**src/shared_bus_map.svh**
```systemverilog
// Constant map for the shared bus master: field positions, widths, lane figures and pin levels.
// Assumes it is included by bare name wherever these names are needed.
`ifndef SHARED_BUS_MAP_SVH
`define SHARED_BUS_MAP_SVH

`define DATA_W         64
`define ADDR_W         36
`define CTRL_W         28
`define ADDR_MSB       35
`define ADDR_LSB       0
`define CTRL_MSB       63
`define CTRL_LSB       36
`define BEAT_W         3
`define FIFO_DEPTH     8
`define PTR_W          3
`define CNT_W          4
`define OFF_W          3
`define SHIFT_W        6
`define LANE_BYTE_TOP  3'h7
`define LANE_HALF_TOP  3'h6
`define LANE_WORD_TOP  3'h4
`define LANE_NONE      3'h0
`define MASK_BYTE      64'h0000_0000_0000_00ff
`define MASK_HALF      64'h0000_0000_0000_ffff
`define MASK_WORD      64'h0000_0000_ffff_ffff
`define MASK_DWORD     64'hffff_ffff_ffff_ffff
`define PIN_ASSERT     1'b0
`define PIN_DEASSERT   1'b1
`define BEAT_ZERO      3'h0
`define BEAT_ONE       3'h1

`endif

```
**src/shared_bus_pkg.sv**
```systemverilog
// Types shared by the bus master and its helpers.
// Assumes the constant map header is found by bare name.
`include "shared_bus_map.svh"
package shared_bus_pkg;

  typedef enum logic [2:0] {
    ST_IDLE = 3'b000,
    ST_ARB  = 3'b001,
    ST_ADDR = 3'b010,
    ST_DATA = 3'b011,
    ST_PARK = 3'b100
  } state_t;

  // Codes are the raw pin levels in the order error, ready, retry.
  typedef enum logic [2:0] {
    ACK_IDLE    = 3'b111,
    ACK_RELQ    = 3'b110,
    ACK_DATA    = 3'b101,
    ACK_RSVD    = 3'b100,
    ACK_BUSERR  = 3'b011,
    ACK_TIMEOUT = 3'b010,
    ACK_UNCORR  = 3'b001,
    ACK_RETRY   = 3'b000
  } ack_t;

  typedef enum logic [1:0] {
    SZ_BYTE  = 2'b00,
    SZ_HALF  = 2'b01,
    SZ_WORD  = 2'b10,
    SZ_DWORD = 2'b11
  } size_t;

endpackage

```
**src/data_fifo_if.sv**
```systemverilog
// Carrier between the bus master and its write-data FIFO.
// Assumes the owner never releases more words than the FIFO holds.
`timescale 1ns/1ps
`default_nettype none
interface data_fifo_if #(parameter int WIDTH = 64, parameter int DEPTH = 8);
  logic [WIDTH-1:0]           inData;
  logic                       inValid;
  logic                       inReady;
  logic [WIDTH-1:0]           outData;
  logic                       outValid;
  logic                       outReady;
  logic [$clog2(DEPTH)-1:0]   peek;
  logic [$clog2(DEPTH+1)-1:0] dropCount;
  logic [$clog2(DEPTH+1)-1:0] count;
  modport owner (output inData, inValid, outReady, peek, dropCount,
                 input inReady, outData, outValid, count);
  modport store (input inData, inValid, outReady, peek, dropCount,
                 output inReady, outData, outValid, count);
endinterface
`default_nettype wire

```
**src/data_fifo.sv**
```systemverilog
// Write-data FIFO with peek by offset and release of several words at once.
// Assumes the owner keeps dropCount within count; words stay until released so a retry can replay them.
`timescale 1ns/1ps
`default_nettype none
module data_fifo #(parameter int WIDTH = 64, parameter int DEPTH = 8) (
  // Clock and control
  input wire logic clk_sys,
  input wire logic rst,
  input wire logic ce,
  // Storage side
  data_fifo_if.store fifo
);
  localparam int PW = $clog2(DEPTH);
  localparam int CW = $clog2(DEPTH + 1);

  logic [WIDTH-1:0] mem [DEPTH];
  logic [PW-1:0]    wrPtr_r;
  logic [PW-1:0]    rdPtr_r;
  logic [CW-1:0]    count_r;
  logic             notFull_r;
  logic             push;
  logic [CW-1:0]    drop;
  logic [CW-1:0]    count_nxt;

  assign push      = fifo.inValid && notFull_r;
  assign drop      = fifo.outReady ? fifo.dropCount : '0;
  assign count_nxt = CW'(count_r + CW'(push) - drop);

  always_ff @(posedge clk_sys) begin
    if (ce && push) begin
      mem[wrPtr_r] <= fifo.inData;
    end
  end

  always_ff @(posedge clk_sys) begin
    if (rst) begin
      wrPtr_r   <= '0;
      rdPtr_r   <= '0;
      count_r   <= '0;
      notFull_r <= 1'b1;
    end else if (ce) begin
      wrPtr_r   <= PW'(wrPtr_r + PW'(push));
      rdPtr_r   <= PW'(rdPtr_r + drop);
      count_r   <= count_nxt;
      notFull_r <= count_nxt != CW'(DEPTH);
    end
  end

  assign fifo.inReady  = notFull_r;
  assign fifo.outValid = count_r != '0;
  assign fifo.outData  = mem[PW'(rdPtr_r + fifo.peek)];
  assign fifo.count    = count_r;
endmodule // data_fifo
`default_nettype wire

```
**src/ack_decode.sv**
```systemverilog
// Decoder of the three acknowledgement pins into a code and action flags.
// Assumes the pins are sampled only while this master owns a transaction.
`timescale 1ns/1ps
`default_nettype none
module ack_decode (
  // Acknowledgement pins, active low
  input  wire logic                 ackErrorN,
  input  wire logic                 ackReadyN,
  input  wire logic                 ackRetryN,
  // Decoded result
  output var  shared_bus_pkg::ack_t code,
  output logic                      dataBeat,
  output logic                      reissue,
  output logic                      relinquish,
  output logic                      finish
);
  always_comb begin
    code       = shared_bus_pkg::ack_t'({ackErrorN, ackReadyN, ackRetryN}); // see RULE7
    dataBeat   = 1'b0;
    reissue    = 1'b0;
    relinquish = 1'b0;
    finish     = 1'b1; // see RULE11
    case (code)
      shared_bus_pkg::ACK_IDLE:    finish     = 1'b0; // see RULE13
      shared_bus_pkg::ACK_DATA: begin
        dataBeat = 1'b1; // see RULE8
        finish   = 1'b0;
      end
      shared_bus_pkg::ACK_RELQ:    relinquish = 1'b1; // see RULE9
      shared_bus_pkg::ACK_RETRY:   reissue    = 1'b1; // see RULE13
      // Bus error, timeout from the monitor, uncorrectable and reserved all end as failures.
      shared_bus_pkg::ACK_BUSERR:  finish     = 1'b1; // see RULE10
      shared_bus_pkg::ACK_TIMEOUT: finish     = 1'b1; // see RULE12
      default:                     finish     = 1'b1;
    endcase
  end
endmodule // ack_decode
`default_nettype wire

```
**src/shared_bus_master.sv**
```systemverilog
// Bus master controller: request and grant, address cycle, data cycles, acknowledgement handling.
// Assumes synchronous pins, an external arbiter and a resolver that turns output enables into wire levels.
// Functional notes
// RULE1 - Address cycle carries 36-bit physical address low, control on upper lines.
// RULE2 - Narrow data at natural lane; even words upper half, odd words lower.
// RULE3 - Bytes numbered big-endian; byte 2 of odd word on bits 15 to 8.
// RULE4 - Unused data lanes of narrow reads are ignored.
// RULE5 - Address strobe only in first cycle of each transaction attempt.
// RULE6 - After any retry, reissue with fresh strobe until data or error.
// RULE7 - Control pins are active low, true at logic zero.
// RULE8 - Ready alone means one valid data word this cycle.
// RULE9 - Retry alone aborts at once, releases bus, restarts later.
// RULE10 - Error alone reports a bus or system error.
// RULE11 - Any non-data acknowledgement ends the transaction immediately.
// RULE12 - Slave drives acknowledgements; timeout comes from the bus monitor.
// RULE13 - Idle, reserved, timeout, uncorrectable and retry-without-relinquish codes decoded.
// RULE14 - Each master requests on its own dedicated request line.
// RULE15 - Arbiter grants on the chosen master's dedicated grant line.
// RULE16 - Busy held from strobe through last ready or first terminating acknowledgement.
// RULE17 - Back-to-back transactions keep busy asserted; busy locks arbitration. A parked write whose beats are not all buffered drops busy and goes to ST_ARB.
// RULE18 - Granted master takes the bus first cycle after busy released; a write stays in ST_ARB until all its beats are buffered.
// RULE19 - Busy may be asserted before strobe to hold the bus.
// RULE20 - Busy past final acknowledgement only while grant parked; strobe within 2 cycles.
// RULE21 - Module reset returns logic to initial state, outputs inactive or released.
`timescale 1ns/1ps
`default_nettype none
`include "shared_bus_map.svh"
module shared_bus_master (
  // Clock, reset and enable
  input  wire logic                  clk_sys,
  input  wire logic                  rst,
  input  wire logic                  ce,
  // Command port
  input  wire logic                  cmdValid,
  output logic                       cmdReady,
  input  wire logic [`ADDR_W-1:0]    cmdAddr,
  input  wire logic [`CTRL_W-1:0]    cmdCtrl,
  input  wire logic                  cmdWrite,
  input  wire shared_bus_pkg::size_t cmdSize,
  input  wire logic [`BEAT_W-1:0]    cmdBeats,
  // Write data stream
  input  wire logic [`DATA_W-1:0]    wrData,
  input  wire logic                  wrValid,
  output logic                       wrReady,
  // Read data stream
  output logic [`DATA_W-1:0]         rdData,
  output logic                       rdValid,
  // Completion
  output logic                       doneValid,
  output var  shared_bus_pkg::ack_t  doneStatus,
  // Shared address and data lines
  input  wire logic [`DATA_W-1:0]    sharedAddrDataIn,
  output logic [`DATA_W-1:0]         sharedAddrDataOut,
  output logic                       sharedAddrDataOe,
  // Address strobe
  output logic                       addrStrobeN,
  output logic                       addrStrobeOe,
  // Acknowledgement lines
  input  wire logic                  ackReadyN,
  input  wire logic                  ackRetryN,
  input  wire logic                  ackErrorN,
  // Arbitration
  output logic                       busRequestN,
  input  wire logic                  busGrantN,
  input  wire logic                  busBusyNIn,
  output logic                       busBusyNOut,
  output logic                       busBusyOe
);

  shared_bus_pkg::state_t state_r;
  shared_bus_pkg::state_t state_nxt;
  logic [`ADDR_W-1:0]     addr_r;
  logic [`CTRL_W-1:0]     ctrl_r;
  logic                   write_r;
  shared_bus_pkg::size_t  size_r;
  logic [`BEAT_W-1:0]     beatsLast_r;
  logic [`BEAT_W-1:0]     beatCnt_r;
  logic                   cmdReady_r;
  logic [`DATA_W-1:0]     busOut_r;
  logic                   busOe_r;
  logic                   strobeN_r;
  logic                   strobeOe_r;
  logic                   requestN_r;
  logic                   busyN_r;
  logic                   busyOe_r;
  logic [`DATA_W-1:0]     rdData_r;
  logic                   rdValid_r;
  logic                   doneValid_r;
  shared_bus_pkg::ack_t   doneStatus_r;

  shared_bus_pkg::ack_t   ackCode;
  logic                   ackData;
  logic                   ackReissue;
  logic                   ackRelinquish;
  logic                   ackFinish;
  logic                   inData;
  logic                   beatOk;
  logic                   lastBeat;
  logic                   doneNow;
  logic                   cmdTake;
  logic                   dataReady;
  logic                   newReady;
  logic                   loadWord;
  shared_bus_pkg::size_t  laneSize;
  logic [`SHIFT_W-1:0]    shift;
  logic [`DATA_W-1:0]     mask;
  logic [`DATA_W-1:0]     addrWord;

  data_fifo_if #(.WIDTH(`DATA_W), .DEPTH(`FIFO_DEPTH)) wfifo ();

  data_fifo #(.WIDTH(`DATA_W), .DEPTH(`FIFO_DEPTH)) u_fifo (
    .clk_sys (clk_sys),
    .rst     (rst),
    .ce      (ce),
    .fifo    (wfifo.store)
  );

  ack_decode u_ack (
    .ackErrorN  (ackErrorN),
    .ackReadyN  (ackReadyN),
    .ackRetryN  (ackRetryN),
    .code       (ackCode),
    .dataBeat   (ackData),
    .reissue    (ackReissue),
    .relinquish (ackRelinquish),
    .finish     (ackFinish)
  );

  // Lane position from the top of the bus, counted in bytes, then scaled to bits.
  function automatic logic [`SHIFT_W-1:0] laneShift(input logic [`OFF_W-1:0] off,
                                                    input shared_bus_pkg::size_t sz);
    logic [`OFF_W-1:0] lanes;
    lanes = `LANE_NONE;
    case (sz)
      shared_bus_pkg::SZ_BYTE: lanes = `OFF_W'(`LANE_BYTE_TOP - off); // see RULE3
      shared_bus_pkg::SZ_HALF: lanes = `OFF_W'(`LANE_HALF_TOP - {off[2:1], 1'b0});
      shared_bus_pkg::SZ_WORD: lanes = `OFF_W'(`LANE_WORD_TOP - {off[2], 2'b00}); // see RULE2
      default:                 lanes = `LANE_NONE;
    endcase
    return {lanes, 3'b000};
  endfunction

  function automatic logic [`DATA_W-1:0] laneMask(input shared_bus_pkg::size_t sz);
    logic [`DATA_W-1:0] m;
    m = `MASK_DWORD;
    case (sz)
      shared_bus_pkg::SZ_BYTE: m = `MASK_BYTE;
      shared_bus_pkg::SZ_HALF: m = `MASK_HALF;
      shared_bus_pkg::SZ_WORD: m = `MASK_WORD;
      default:                 m = `MASK_DWORD;
    endcase
    return m;
  endfunction

  // Bursts always move whole doublewords, so steering applies to single beats only.
  assign laneSize  = (beatsLast_r != `BEAT_ZERO) ? shared_bus_pkg::SZ_DWORD : size_r;
  assign shift     = laneShift(addr_r[`OFF_W-1:0], laneSize);
  assign mask      = laneMask(laneSize);

  // Acknowledgements from other masters' slaves are ignored outside our data phase.
  assign inData    = (state_r == shared_bus_pkg::ST_DATA);
  assign beatOk    = inData && ackData;
  assign lastBeat  = beatCnt_r == beatsLast_r;
  assign doneNow   = (beatOk && lastBeat) || (inData && ackFinish && !ackReissue && !ackRelinquish);
  assign cmdTake   = cmdValid && cmdReady_r;

  // A write starts only when every beat is already buffered, because the bus cannot be stalled.
  assign dataReady = !write_r || (wfifo.count > {1'b0, beatsLast_r});
  assign newReady  = !cmdWrite || (wfifo.count > {1'b0, cmdBeats});
  assign addrWord  = (state_r == shared_bus_pkg::ST_PARK) ? {cmdCtrl, cmdAddr} : {ctrl_r, addr_r};

  always_comb begin
    state_nxt = state_r;
    case (state_r)
      shared_bus_pkg::ST_IDLE: begin
        if (cmdTake) begin
          state_nxt = shared_bus_pkg::ST_ARB;
        end
      end
      shared_bus_pkg::ST_ARB: begin
        if (!busGrantN && busBusyNIn && dataReady) begin
          state_nxt = shared_bus_pkg::ST_ADDR; // see RULE18
        end
      end
      shared_bus_pkg::ST_ADDR: state_nxt = shared_bus_pkg::ST_DATA;
      shared_bus_pkg::ST_DATA: begin
        if (beatOk && lastBeat) begin
          state_nxt = !busGrantN ? shared_bus_pkg::ST_PARK : shared_bus_pkg::ST_IDLE; // see RULE20
        end else if (inData && ackReissue) begin
          state_nxt = shared_bus_pkg::ST_ADDR; // see RULE6
        end else if (inData && ackRelinquish) begin
          state_nxt = shared_bus_pkg::ST_ARB; // see RULE9
        end else if (inData && ackFinish) begin
          state_nxt = shared_bus_pkg::ST_IDLE; // see RULE11
        end
      end
      shared_bus_pkg::ST_PARK: begin
        // One parked cycle keeps the next strobe within two cycles of the final acknowledgement.
        if (cmdTake) begin
          state_nxt = newReady ? shared_bus_pkg::ST_ADDR : shared_bus_pkg::ST_ARB; // see RULE17
        end else begin
          state_nxt = shared_bus_pkg::ST_IDLE;
        end
      end
      default: state_nxt = shared_bus_pkg::ST_IDLE;
    endcase
  end

  always_ff @(posedge clk_sys) begin
    if (rst) begin
      state_r <= shared_bus_pkg::ST_IDLE; // see RULE21
    end else if (ce) begin
      state_r <= state_nxt;
    end
  end

  always_ff @(posedge clk_sys) begin
    if (rst) begin
      addr_r      <= '0;
      ctrl_r      <= '0;
      write_r     <= 1'b0;
      size_r      <= shared_bus_pkg::SZ_DWORD;
      beatsLast_r <= `BEAT_ZERO;
    end else if (ce && cmdTake) begin
      addr_r      <= cmdAddr;
      ctrl_r      <= cmdCtrl;
      write_r     <= cmdWrite;
      size_r      <= cmdSize;
      beatsLast_r <= cmdBeats;
    end
  end

  always_ff @(posedge clk_sys) begin
    if (rst) begin
      cmdReady_r <= 1'b0;
    end else if (ce) begin
      cmdReady_r <= (state_nxt == shared_bus_pkg::ST_IDLE) || (state_nxt == shared_bus_pkg::ST_PARK);
    end
  end

  // Beat counter restarts on every attempt, so a retried write replays from its first word.
  always_ff @(posedge clk_sys) begin
    if (rst) begin
      beatCnt_r <= `BEAT_ZERO;
    end else if (ce) begin
      if (state_nxt == shared_bus_pkg::ST_ADDR) begin
        beatCnt_r <= `BEAT_ZERO;
      end else if (beatOk) begin
        beatCnt_r <= `BEAT_W'(beatCnt_r + `BEAT_ONE);
      end
    end
  end

  assign wfifo.inData    = wrData;
  assign wfifo.inValid   = wrValid;
  assign wfifo.peek      = (state_r == shared_bus_pkg::ST_ADDR) ? `PTR_W'(0) : `PTR_W'(beatCnt_r + `BEAT_ONE);
  assign wfifo.outReady  = doneNow && write_r;
  assign wfifo.dropCount = `CNT_W'({1'b0, beatsLast_r} + `CNT_W'(1));
  assign loadWord        = (state_nxt == shared_bus_pkg::ST_DATA) && write_r
                           && ((state_r == shared_bus_pkg::ST_ADDR) || beatOk);

  always_ff @(posedge clk_sys) begin
    if (rst) begin
      busOut_r <= '0;
      busOe_r  <= 1'b0;
    end else if (ce) begin
      if (state_nxt == shared_bus_pkg::ST_ADDR) begin
        busOut_r <= addrWord; // see RULE1
        busOe_r  <= 1'b1;
      end else if (loadWord) begin
        busOut_r <= (wfifo.outData & mask) << shift; // see RULE2
        busOe_r  <= 1'b1;
      end else begin
        busOe_r  <= (state_nxt == shared_bus_pkg::ST_DATA) && write_r;
      end
    end
  end

  // Strobe is driven high in the data and park cycles and busy is driven low while owning so the bussed lines never float between beats.
  always_ff @(posedge clk_sys) begin
    if (rst) begin
      strobeN_r  <= `PIN_DEASSERT;
      strobeOe_r <= 1'b0;
    end else if (ce) begin
      strobeN_r  <= (state_nxt == shared_bus_pkg::ST_ADDR) ? `PIN_ASSERT : `PIN_DEASSERT; // see RULE5
      strobeOe_r <= (state_nxt == shared_bus_pkg::ST_ADDR) || (state_nxt == shared_bus_pkg::ST_DATA)
                    || (state_nxt == shared_bus_pkg::ST_PARK);
    end
  end

  always_ff @(posedge clk_sys) begin
    if (rst) begin
      busyN_r  <= `PIN_DEASSERT;
      busyOe_r <= 1'b0;
    end else if (ce) begin
      if ((state_nxt == shared_bus_pkg::ST_ADDR) || (state_nxt == shared_bus_pkg::ST_DATA)
          || (state_nxt == shared_bus_pkg::ST_PARK)) begin
        busyN_r  <= `PIN_ASSERT; // see RULE16
        busyOe_r <= 1'b1; // see RULE19
      end else begin
        busyN_r  <= `PIN_DEASSERT;
        busyOe_r <= 1'b0;
      end
    end
  end

  always_ff @(posedge clk_sys) begin
    if (rst) begin
      requestN_r <= `PIN_DEASSERT;
    end else if (ce) begin
      requestN_r <= (state_nxt == shared_bus_pkg::ST_ARB) ? `PIN_ASSERT : `PIN_DEASSERT; // see RULE14
    end
  end

  always_ff @(posedge clk_sys) begin
    if (rst) begin
      rdData_r  <= '0;
      rdValid_r <= 1'b0;
    end else if (ce) begin
      rdValid_r <= beatOk && !write_r;
      if (beatOk && !write_r) begin
        rdData_r <= (sharedAddrDataIn >> shift) & mask; // see RULE4
      end
    end
  end

  always_ff @(posedge clk_sys) begin
    if (rst) begin
      doneValid_r  <= 1'b0;
      doneStatus_r <= shared_bus_pkg::ACK_IDLE;
    end else if (ce) begin
      doneValid_r <= doneNow;
      if (doneNow) begin
        doneStatus_r <= ackCode; // see RULE10
      end
    end
  end

  assign cmdReady          = cmdReady_r;
  assign wrReady           = wfifo.inReady;
  assign rdData            = rdData_r;
  assign rdValid           = rdValid_r;
  assign doneValid         = doneValid_r;
  assign doneStatus        = doneStatus_r;
  assign sharedAddrDataOut = busOut_r;
  assign sharedAddrDataOe  = busOe_r;
  assign addrStrobeN       = strobeN_r;
  assign addrStrobeOe      = strobeOe_r;
  assign busRequestN       = requestN_r;
  assign busBusyNOut       = busyN_r;
  assign busBusyOe         = busyOe_r;

endmodule // shared_bus_master
`default_nettype wire

```
**config.mk**
```make
export PLATFORM = sky130hd
export DESIGN_NAME = shared_bus_master
export DESIGN_NICKNAME = d
export VERILOG_FILES = /design/src/shared_bus_pkg.sv /design/src/data_fifo_if.sv /design/src/data_fifo.sv /design/src/ack_decode.sv /design/src/shared_bus_master.sv
export VERILOG_INCLUDE_DIRS = /design/src
export SDC_FILE = /design/constraint.sdc
export NUM_CORES = 1
export LEC_CHECK = 0
export ABC_AREA = 0
export BUFFER_PORTS_ARGS = -buffer_cell sky130_fd_sc_hd__buf_2
export CORE_MARGIN = 2
export CORE_UTILIZATION = 50
export DETAILED_ROUTE_END_ITERATION = 16
export GPL_ROUTABILITY_DRIVEN = 0
export PLACE_DENSITY = 0.68
export SKIP_CTS_REPAIR_TIMING = 1
export SLEW_MARGIN = 5
export SYNTH_ARGS = -nofsm -noshare
export SYNTH_HDL_FRONTEND = slang
export SYNTH_SLANG_ARGS = --single-unit
```
**constraint.sdc**
```tcl
create_clock -name clk_sys -period 8.16 [get_ports clk_sys]
set_clock_uncertainty 0.2 [all_clocks]
set_input_delay 0.816 -clock clk_sys [delete_from_list [all_inputs] [get_ports clk_sys]]
set_output_delay 0.816 -clock clk_sys [all_outputs]
set_load 0.03 [all_outputs]
```
# Yosys cells after proc, flatten, opt, wreduce, memory -nomap -nowiden
# Memory sizes are Yosys's and may differ from the RTL's.
# Cells that the tools add are included.
word_totals:
  ff_bits: 227
  ram_bits: 512
  inputBits: 208
  output_inout_bits: 141
  word_cells: 128
  memories: 1
classes:
  n_addsub: 10
  order_cmp: 2
  eq_ne: 15
  n_shift: 2
  n_mux: 32
  n_bitwise: 2
  n_reduce_logical: 41
memory_table:
  columns: ["memory", "words", "word_bits", "rd", "rd_ports_with_merged_regs", "wr", "line", "source"]
  rows:
  - ["u_fifo.mem", 8, 64, 1, 0, 1, "data_fifo.sv:16", "logic [WIDTH-1:0] mem [DEPTH];"]
ops:
  columns: ["cell", "count"]
  rows:
  - ["$mux 64", 3]
  - ["$pmux 64 s3", 1]
  - ["$and 64x64->64", 2]
  - ["$shl 64x6->64", 1]
  - ["$shr 64x6->64", 1]
  - ["$mux 3", 10]
  - ["$logic_and 1x1->1", 17]
  - ["$eq 3x3->1 const B", 5]
  - ["$pmux 3 s5", 1]
  - ["$eq 3x2->1 const B", 4]
  - ["$mux 1", 12]
  - ["$logic_not 3->1", 3]
  - ["$pmux 3 s3", 1]
  - ["$sub 3x3->3 const A", 3]
  - ["$gt 4x3->1", 2]
  - ["$reduce_and 2->1", 4]
  - ["$logic_or 1x1->1", 7]
  - ["$add 3x3->3", 2]
  - ["$eq 3x1->1 const B", 2]
  - ["$mux 2", 3]
  - ["$logic_not 1->1", 5]
  - ["$add 3x1->4 const B", 1]
  - ["$add 4x1->4", 1]
  - ["$mux 4", 1]
  - ["other kinds (11)", 12]

# Logic depth before layout (Yosys ltp)
logic_depth:
  depth_word: 14
  depth_mapped: 15
  depth_no_buf: 14

# By module
# A second synthesis with hierarchy kept.
unflattened:
  cells_unflattened: 2247
  hier_area_um2: 31246.2
by_module_without_submodules:
  columns: ["mod", "instances", "cells_per_inst", "area_per_inst_um2", "seq_area_each_um2"]
  rows:
  - ["data_fifo", 1, 825, 20049.2, 15595.0]
  - ["shared_bus_master", 1, 1415, 11148.2, 4304.1]
  - ["ack_decode", 1, 7, 48.8, 0.0]

# Worst setup path after synthesis
# No wires, ideal clock.
synth_timing:
  kind: "input port to flip-flop"
  start: "in ce"
  end: "mem u_fifo.mem[1][0] (enable)"
  setup_time_ns: 0.565
  t_arrival_ns: 6.050
  t_required_ns: 7.395
  slack_ns: 1.345
  cell_stages: 4
  n_path_buf: 2
  path_cell_list: "clkbuf_1 > clkbuf_1 > nand3_1 > nor3_1"
synth_between:
  elab_chain_len: 3
synth_lines:
  columns: ["element", "line", "source"]
  rows:
  - ["start: declaration", "shared_bus_master.sv:32", "input wire logic ce,"]
  - ["$logic_and 1x1->1", "data_fifo.sv:30", "if (ce && push) begin"]
  - ["$mux 1", "data_fifo.sv:30", null]
  - ["$mux 1 (not written as such)", "data_fifo.sv:31", "mem[wrPtr_r] <= fifo.inData;"]
  - ["end: declaration", "data_fifo.sv:16", null]
# No other way between the ends.

# Worst setup path after layout
layout_timing:
  start: "reg state_r[1]"
  end: "reg busOut_r[57], in the netlist sharedAddrDataOut[57]"
layout_between:
  elab_chain_len: 12
  word_cells_on_any_way: 32
  classes_between: "add/sub (1); eq/ne (6); shift (1); mux (11); bitwise (1); reduce/logical (11); memory (1)"
layout_lines:
  columns: ["element", "line", "source"]
  rows:
  - ["start: declaration", "shared_bus_master.sv:70", "shared_bus_pkg::state_t state_r;"]
  - ["start signal: assignment", "shared_bus_master.sv:211", "state_r <= shared_bus_pkg::ST_IDLE;"]
  - ["start signal: assignment", "shared_bus_master.sv:213", "state_r <= state_nxt;"]
  - ["parallel branches: the longest is 12 deep, another holds $mem_v2 8x64", null, null]
  - ["end signal: assignment", "shared_bus_master.sv:268", "busOut_r <= addrWord;"]
  - ["end signal: assignment", "shared_bus_master.sv:271", "busOut_r <= (wfifo.outData & mask) << shift;"]
  - ["end: declaration", "shared_bus_master.sv:79", "logic [`DATA_W-1:0] busOut_r;"]
# Several ways; the timed one is not identified. The select of a mux whose other input is x is not followed.
# A chain may end at the register's enable or synchronous reset.

==> run summary <==
The flow ran to the end, and the final reports show no timing, DRC or antenna violations. The worst supply voltage drop on vdd came out at 0.139 mV. Kind of critical path: flip-flop to flip-flop. The nature of the critical path endpoint was a flip-flop. The post-synthesis sequential element count was 738.

The region available for standard cell placement spans 0.0619 mm2. The biggest area contributor in the post-synthesis netlist is edfxtp_1. Ranked by total cell area, the synthesized netlist is headed by edfxtp_1 (49%), dfxtp_1 (14%), mux4_2 (9.4%).

For the unique cell type count in the Yosys netlist, the log shows 89. The DRC violation total after the first TritonRoute iteration is 2817, and the floorplan die area is 0.0649 mm2. In this run the mean area of a mapped cell was 14.0 um2. Among all flip-flop cells after synthesis, the most frequent one is edfxtp_1. The DRC violations left is 0. After layout, the worst path uses 61.8% of the clock period. The final count of pins violating max slew is 0.

The final route contains 21900 vias. The number of buffers on the longest clock path was 3; the share of synthesized registers carrying an async set or reset was 0%. The count of nets left with antenna violations once routing finished came out at 0.

The detailed-routing iteration count for the pre-antenna-repair pass was 6. In the final routed layout, each cell accounts on average for 28.7 um. The clock tree synthesis step divided the H-tree into 3 levels. The run gives 0 as the final number of setup-violating endpoints.

The slew at the pin closest to its max-slew limit is 1.33 ns, and the required time of the critical path is 8.41 ns. In the post-synthesis netlist, the cell with the most instances is edfxtp_1. The number of enable-type register cells in the synthesized netlist is 512, and the post-synthesis cell area is 0.0314 mm2. The die is 255 um tall. The horizontal extent of the die is 255 um. Total power for the finished layout comes to 0.00832 W.

The worst hold path belongs to the class input port to flip-flop. The share of synthesized area in the top cell type comes to 48.9%. TritonCTS built the clock tree. Max-slew headroom at the worst pin: 11.0%.

The final layout contains routed wiring with a total length of 99000 um. The final-report hold violation count was 0; the worst hold slack was 0.231 ns. For the number of warnings reported in the yosys synthesis log, the log shows 0. The largest driver fanout on the critical path is 41. The via count of the first global-routing pass was 21300. After synthesis, the most frequently instantiated cells are edfxtp_1 (512), nand2_1 (281), dfxtp_1 (226).

The run gives 50.7% as the starting density of the core. Dividing the detail-routed via count by the number of cells gives 6.34. At the end of the flow, the number of nets in the layout was 2775. Synthesis produced 2242 cells. The power per cell area came out at 228 mW/mm2. The max-cap check violation count was 0.

After global routing the overflow that remains totals 0. The sequential share of the synthesized area is 63.3%. From synthesis to final layout, the design area changed by 16.0%. The worst path in the final design needs a cycle of 5.04 ns, including I/O delays and setup. At the worst endpoint, the arrival time is 5.29 ns.

Setup total negative slack on the finished layout was measured at 0 ns. For the count of standard-cell rows, the log shows 91. Setup repair after global routing left no endpoint under its margin. The tools report the fmax as 198 MHz.

During placement, the flow inserted port buffers numbering 348. The tools report the startpoint type of the worst setup path as a flip-flop. Entering global routing, the biggest net connects 128 pins.

The cell sitting at the root of the clock tree is a clkbuf_16. Counting every net in the synthesized netlist gives 2472. The clock reaches the later pin of the worst-skew pair after 0.62 ns. The initial antenna violation count was 20.

Clock-pin slew was measured on the worst setup and hold paths at 0.06 ns. The run gives 30.2% as the global-route total usage across every layer. The number of clock buffers added by TritonCTS is 75. 349 I/O pins were placed.

Summed over all cells, the static leakage comes to 12.9 nW. The global-route wire length before repair is 142000 um. The run gives 738 as the number of sinks driven by the clock tree.

At the end of the flow the core is filled with cells to 58.9%. The fraction of layout cells with a size suffix above 1 is 27.8%. The run gives 65300 um as the half-perimeter wire length of the detailed placement result.
-- cell type report --
cell class / instances / area [um2]
antenna: 14 / 35.0
clock buffer: 105 / 2100
clock inverter: 29 / 428
fill: 4836 / 25500
inverter: 26 / 97.6
multi-input combinational: 1313 / 10800
sequential: 738 / 19900
tap: 837 / 1050
timing repair buffer: 391 / 2100
-- per-layer routing --
metal,vias to the layer above,wire [um],global-route usage (%)
met1,10900,36800,38.0
met3,287,10900,8.16
met5,-,81,0
met4,16,5750,16.9
met2,1381,45500,47.5
li1,9332,-,-
-- path summary, 6_finish.rpt --
| check | start | end | slack (ns) | cells after the start |
|---|---|---|---|---|
| max | state_r[1] | sharedAddrDataOut[57] | 3.12 | 12 |
| min | cmdSize[1] | size_r[1] | 0.23 | 3 |
| max reg2reg | state_r[1] | sharedAddrDataOut[57] | 3.12 | 12 |
| min reg2reg | ctrl_r[1] | ctrl_r[1] | 0.25 | 2 |
-- placed cells by master (no fill, tap or decap), drive strengths merged, types with 9 or more instances in the layout --
| cell | instances |
|---|---|
| buf | 391 |
| nand4 | 13 |
| nor2 | 112 |
| a32oi | 9 |
| nand2 | 282 |
| o211a | 11 |
| and3 | 9 |
| bufinv | 11 |
| nor2b | 24 |
| a22oi | 36 |
| nor4 | 9 |
| nor3 | 20 |
| mux4 | 131 |
| nand2b | 11 |
| a311oi | 11 |
| o221ai | 36 |
| edfxtp | 512 |
| o2111ai | 10 |
| clkinv | 14 |
| mux2 | 42 |
| dfxtp | 226 |
| o32ai | 12 |
| a21oi | 157 |
| inv | 28 |
| diode | 14 |
| clkbuf | 105 |
| o21ai | 40 |
| a211oi | 35 |
| ha | 19 |
| a221oi | 16 |
| o221a | 9 |
| o211ai | 20 |
| mux2i | 95 |
| xnor2 | 9 |
| nand3 | 35 |
-- metrics by stage --
stage          area, um2  std cells  setup slack [ns]
2_1_floorplan      31400       2242              1.35
3_3_place_gp       33900       3305              3.37
3_5_place_dp       33900       3305              3.24
4_1_cts            36400       3439              3.19
5_1_grt            36500       3446              2.95
6_report           36500       3453              3.12
-- registers in the layout, indices dropped and copies added (netlist names) --
name,flops
addrStrobeN,1
addrStrobeOe,1
addr_r,36
beatCnt_r,3
beatsLast_r,3
busBusyNOut,1
busRequestN,1
cmdReady,1
ctrl_r,28
doneStatus,3
doneValid,1
rdData,64
rdValid,1
sharedAddrDataOe,1
sharedAddrDataOut,64
size_r,2
state_r,3
u_fifo.fifo.count,4
u_fifo.fifo.inReady,1
u_fifo.mem,512
u_fifo.rdPtr_r,3
u_fifo.wrPtr_r,3
write_r,1
-- critical path, cell delays in order, from the launching register on --
cell,delay (ns)
dfxtp_1,0.53
nor3b_2,0.49
nor2_1,0.13
ha_4,0.19
fa_4,0.49
xnor2_1,0.46
o21ai_4,0.19
nand2_4,0.65
buf_4,0.42
mux2_2,0.39
a22o_1,0.25
a221oi_1,0.32
o221ai_1,0.16
-- where the power goes --
group          leakage (nW)  switching [W]  internal (W)  total, W
clock                  1.23        0.00142       0.00215   0.00356
combinational          5.20       0.000454      0.000215  0.000669
sequential             6.45      0.0000308       0.00406   0.00409
total                  12.9        0.00190       0.00642   0.00832
-- logic make-up after synthesis --
kind of cell    share of synthesized area, %
flops                                   63.3
simple gates                            7.71
compound gates                          10.7
mux                                     14.0
buf+inv                                 2.91
fa+ha+maj                              0.947
xor+xnor                               0.414
Power figures use the tool's default switching activity.
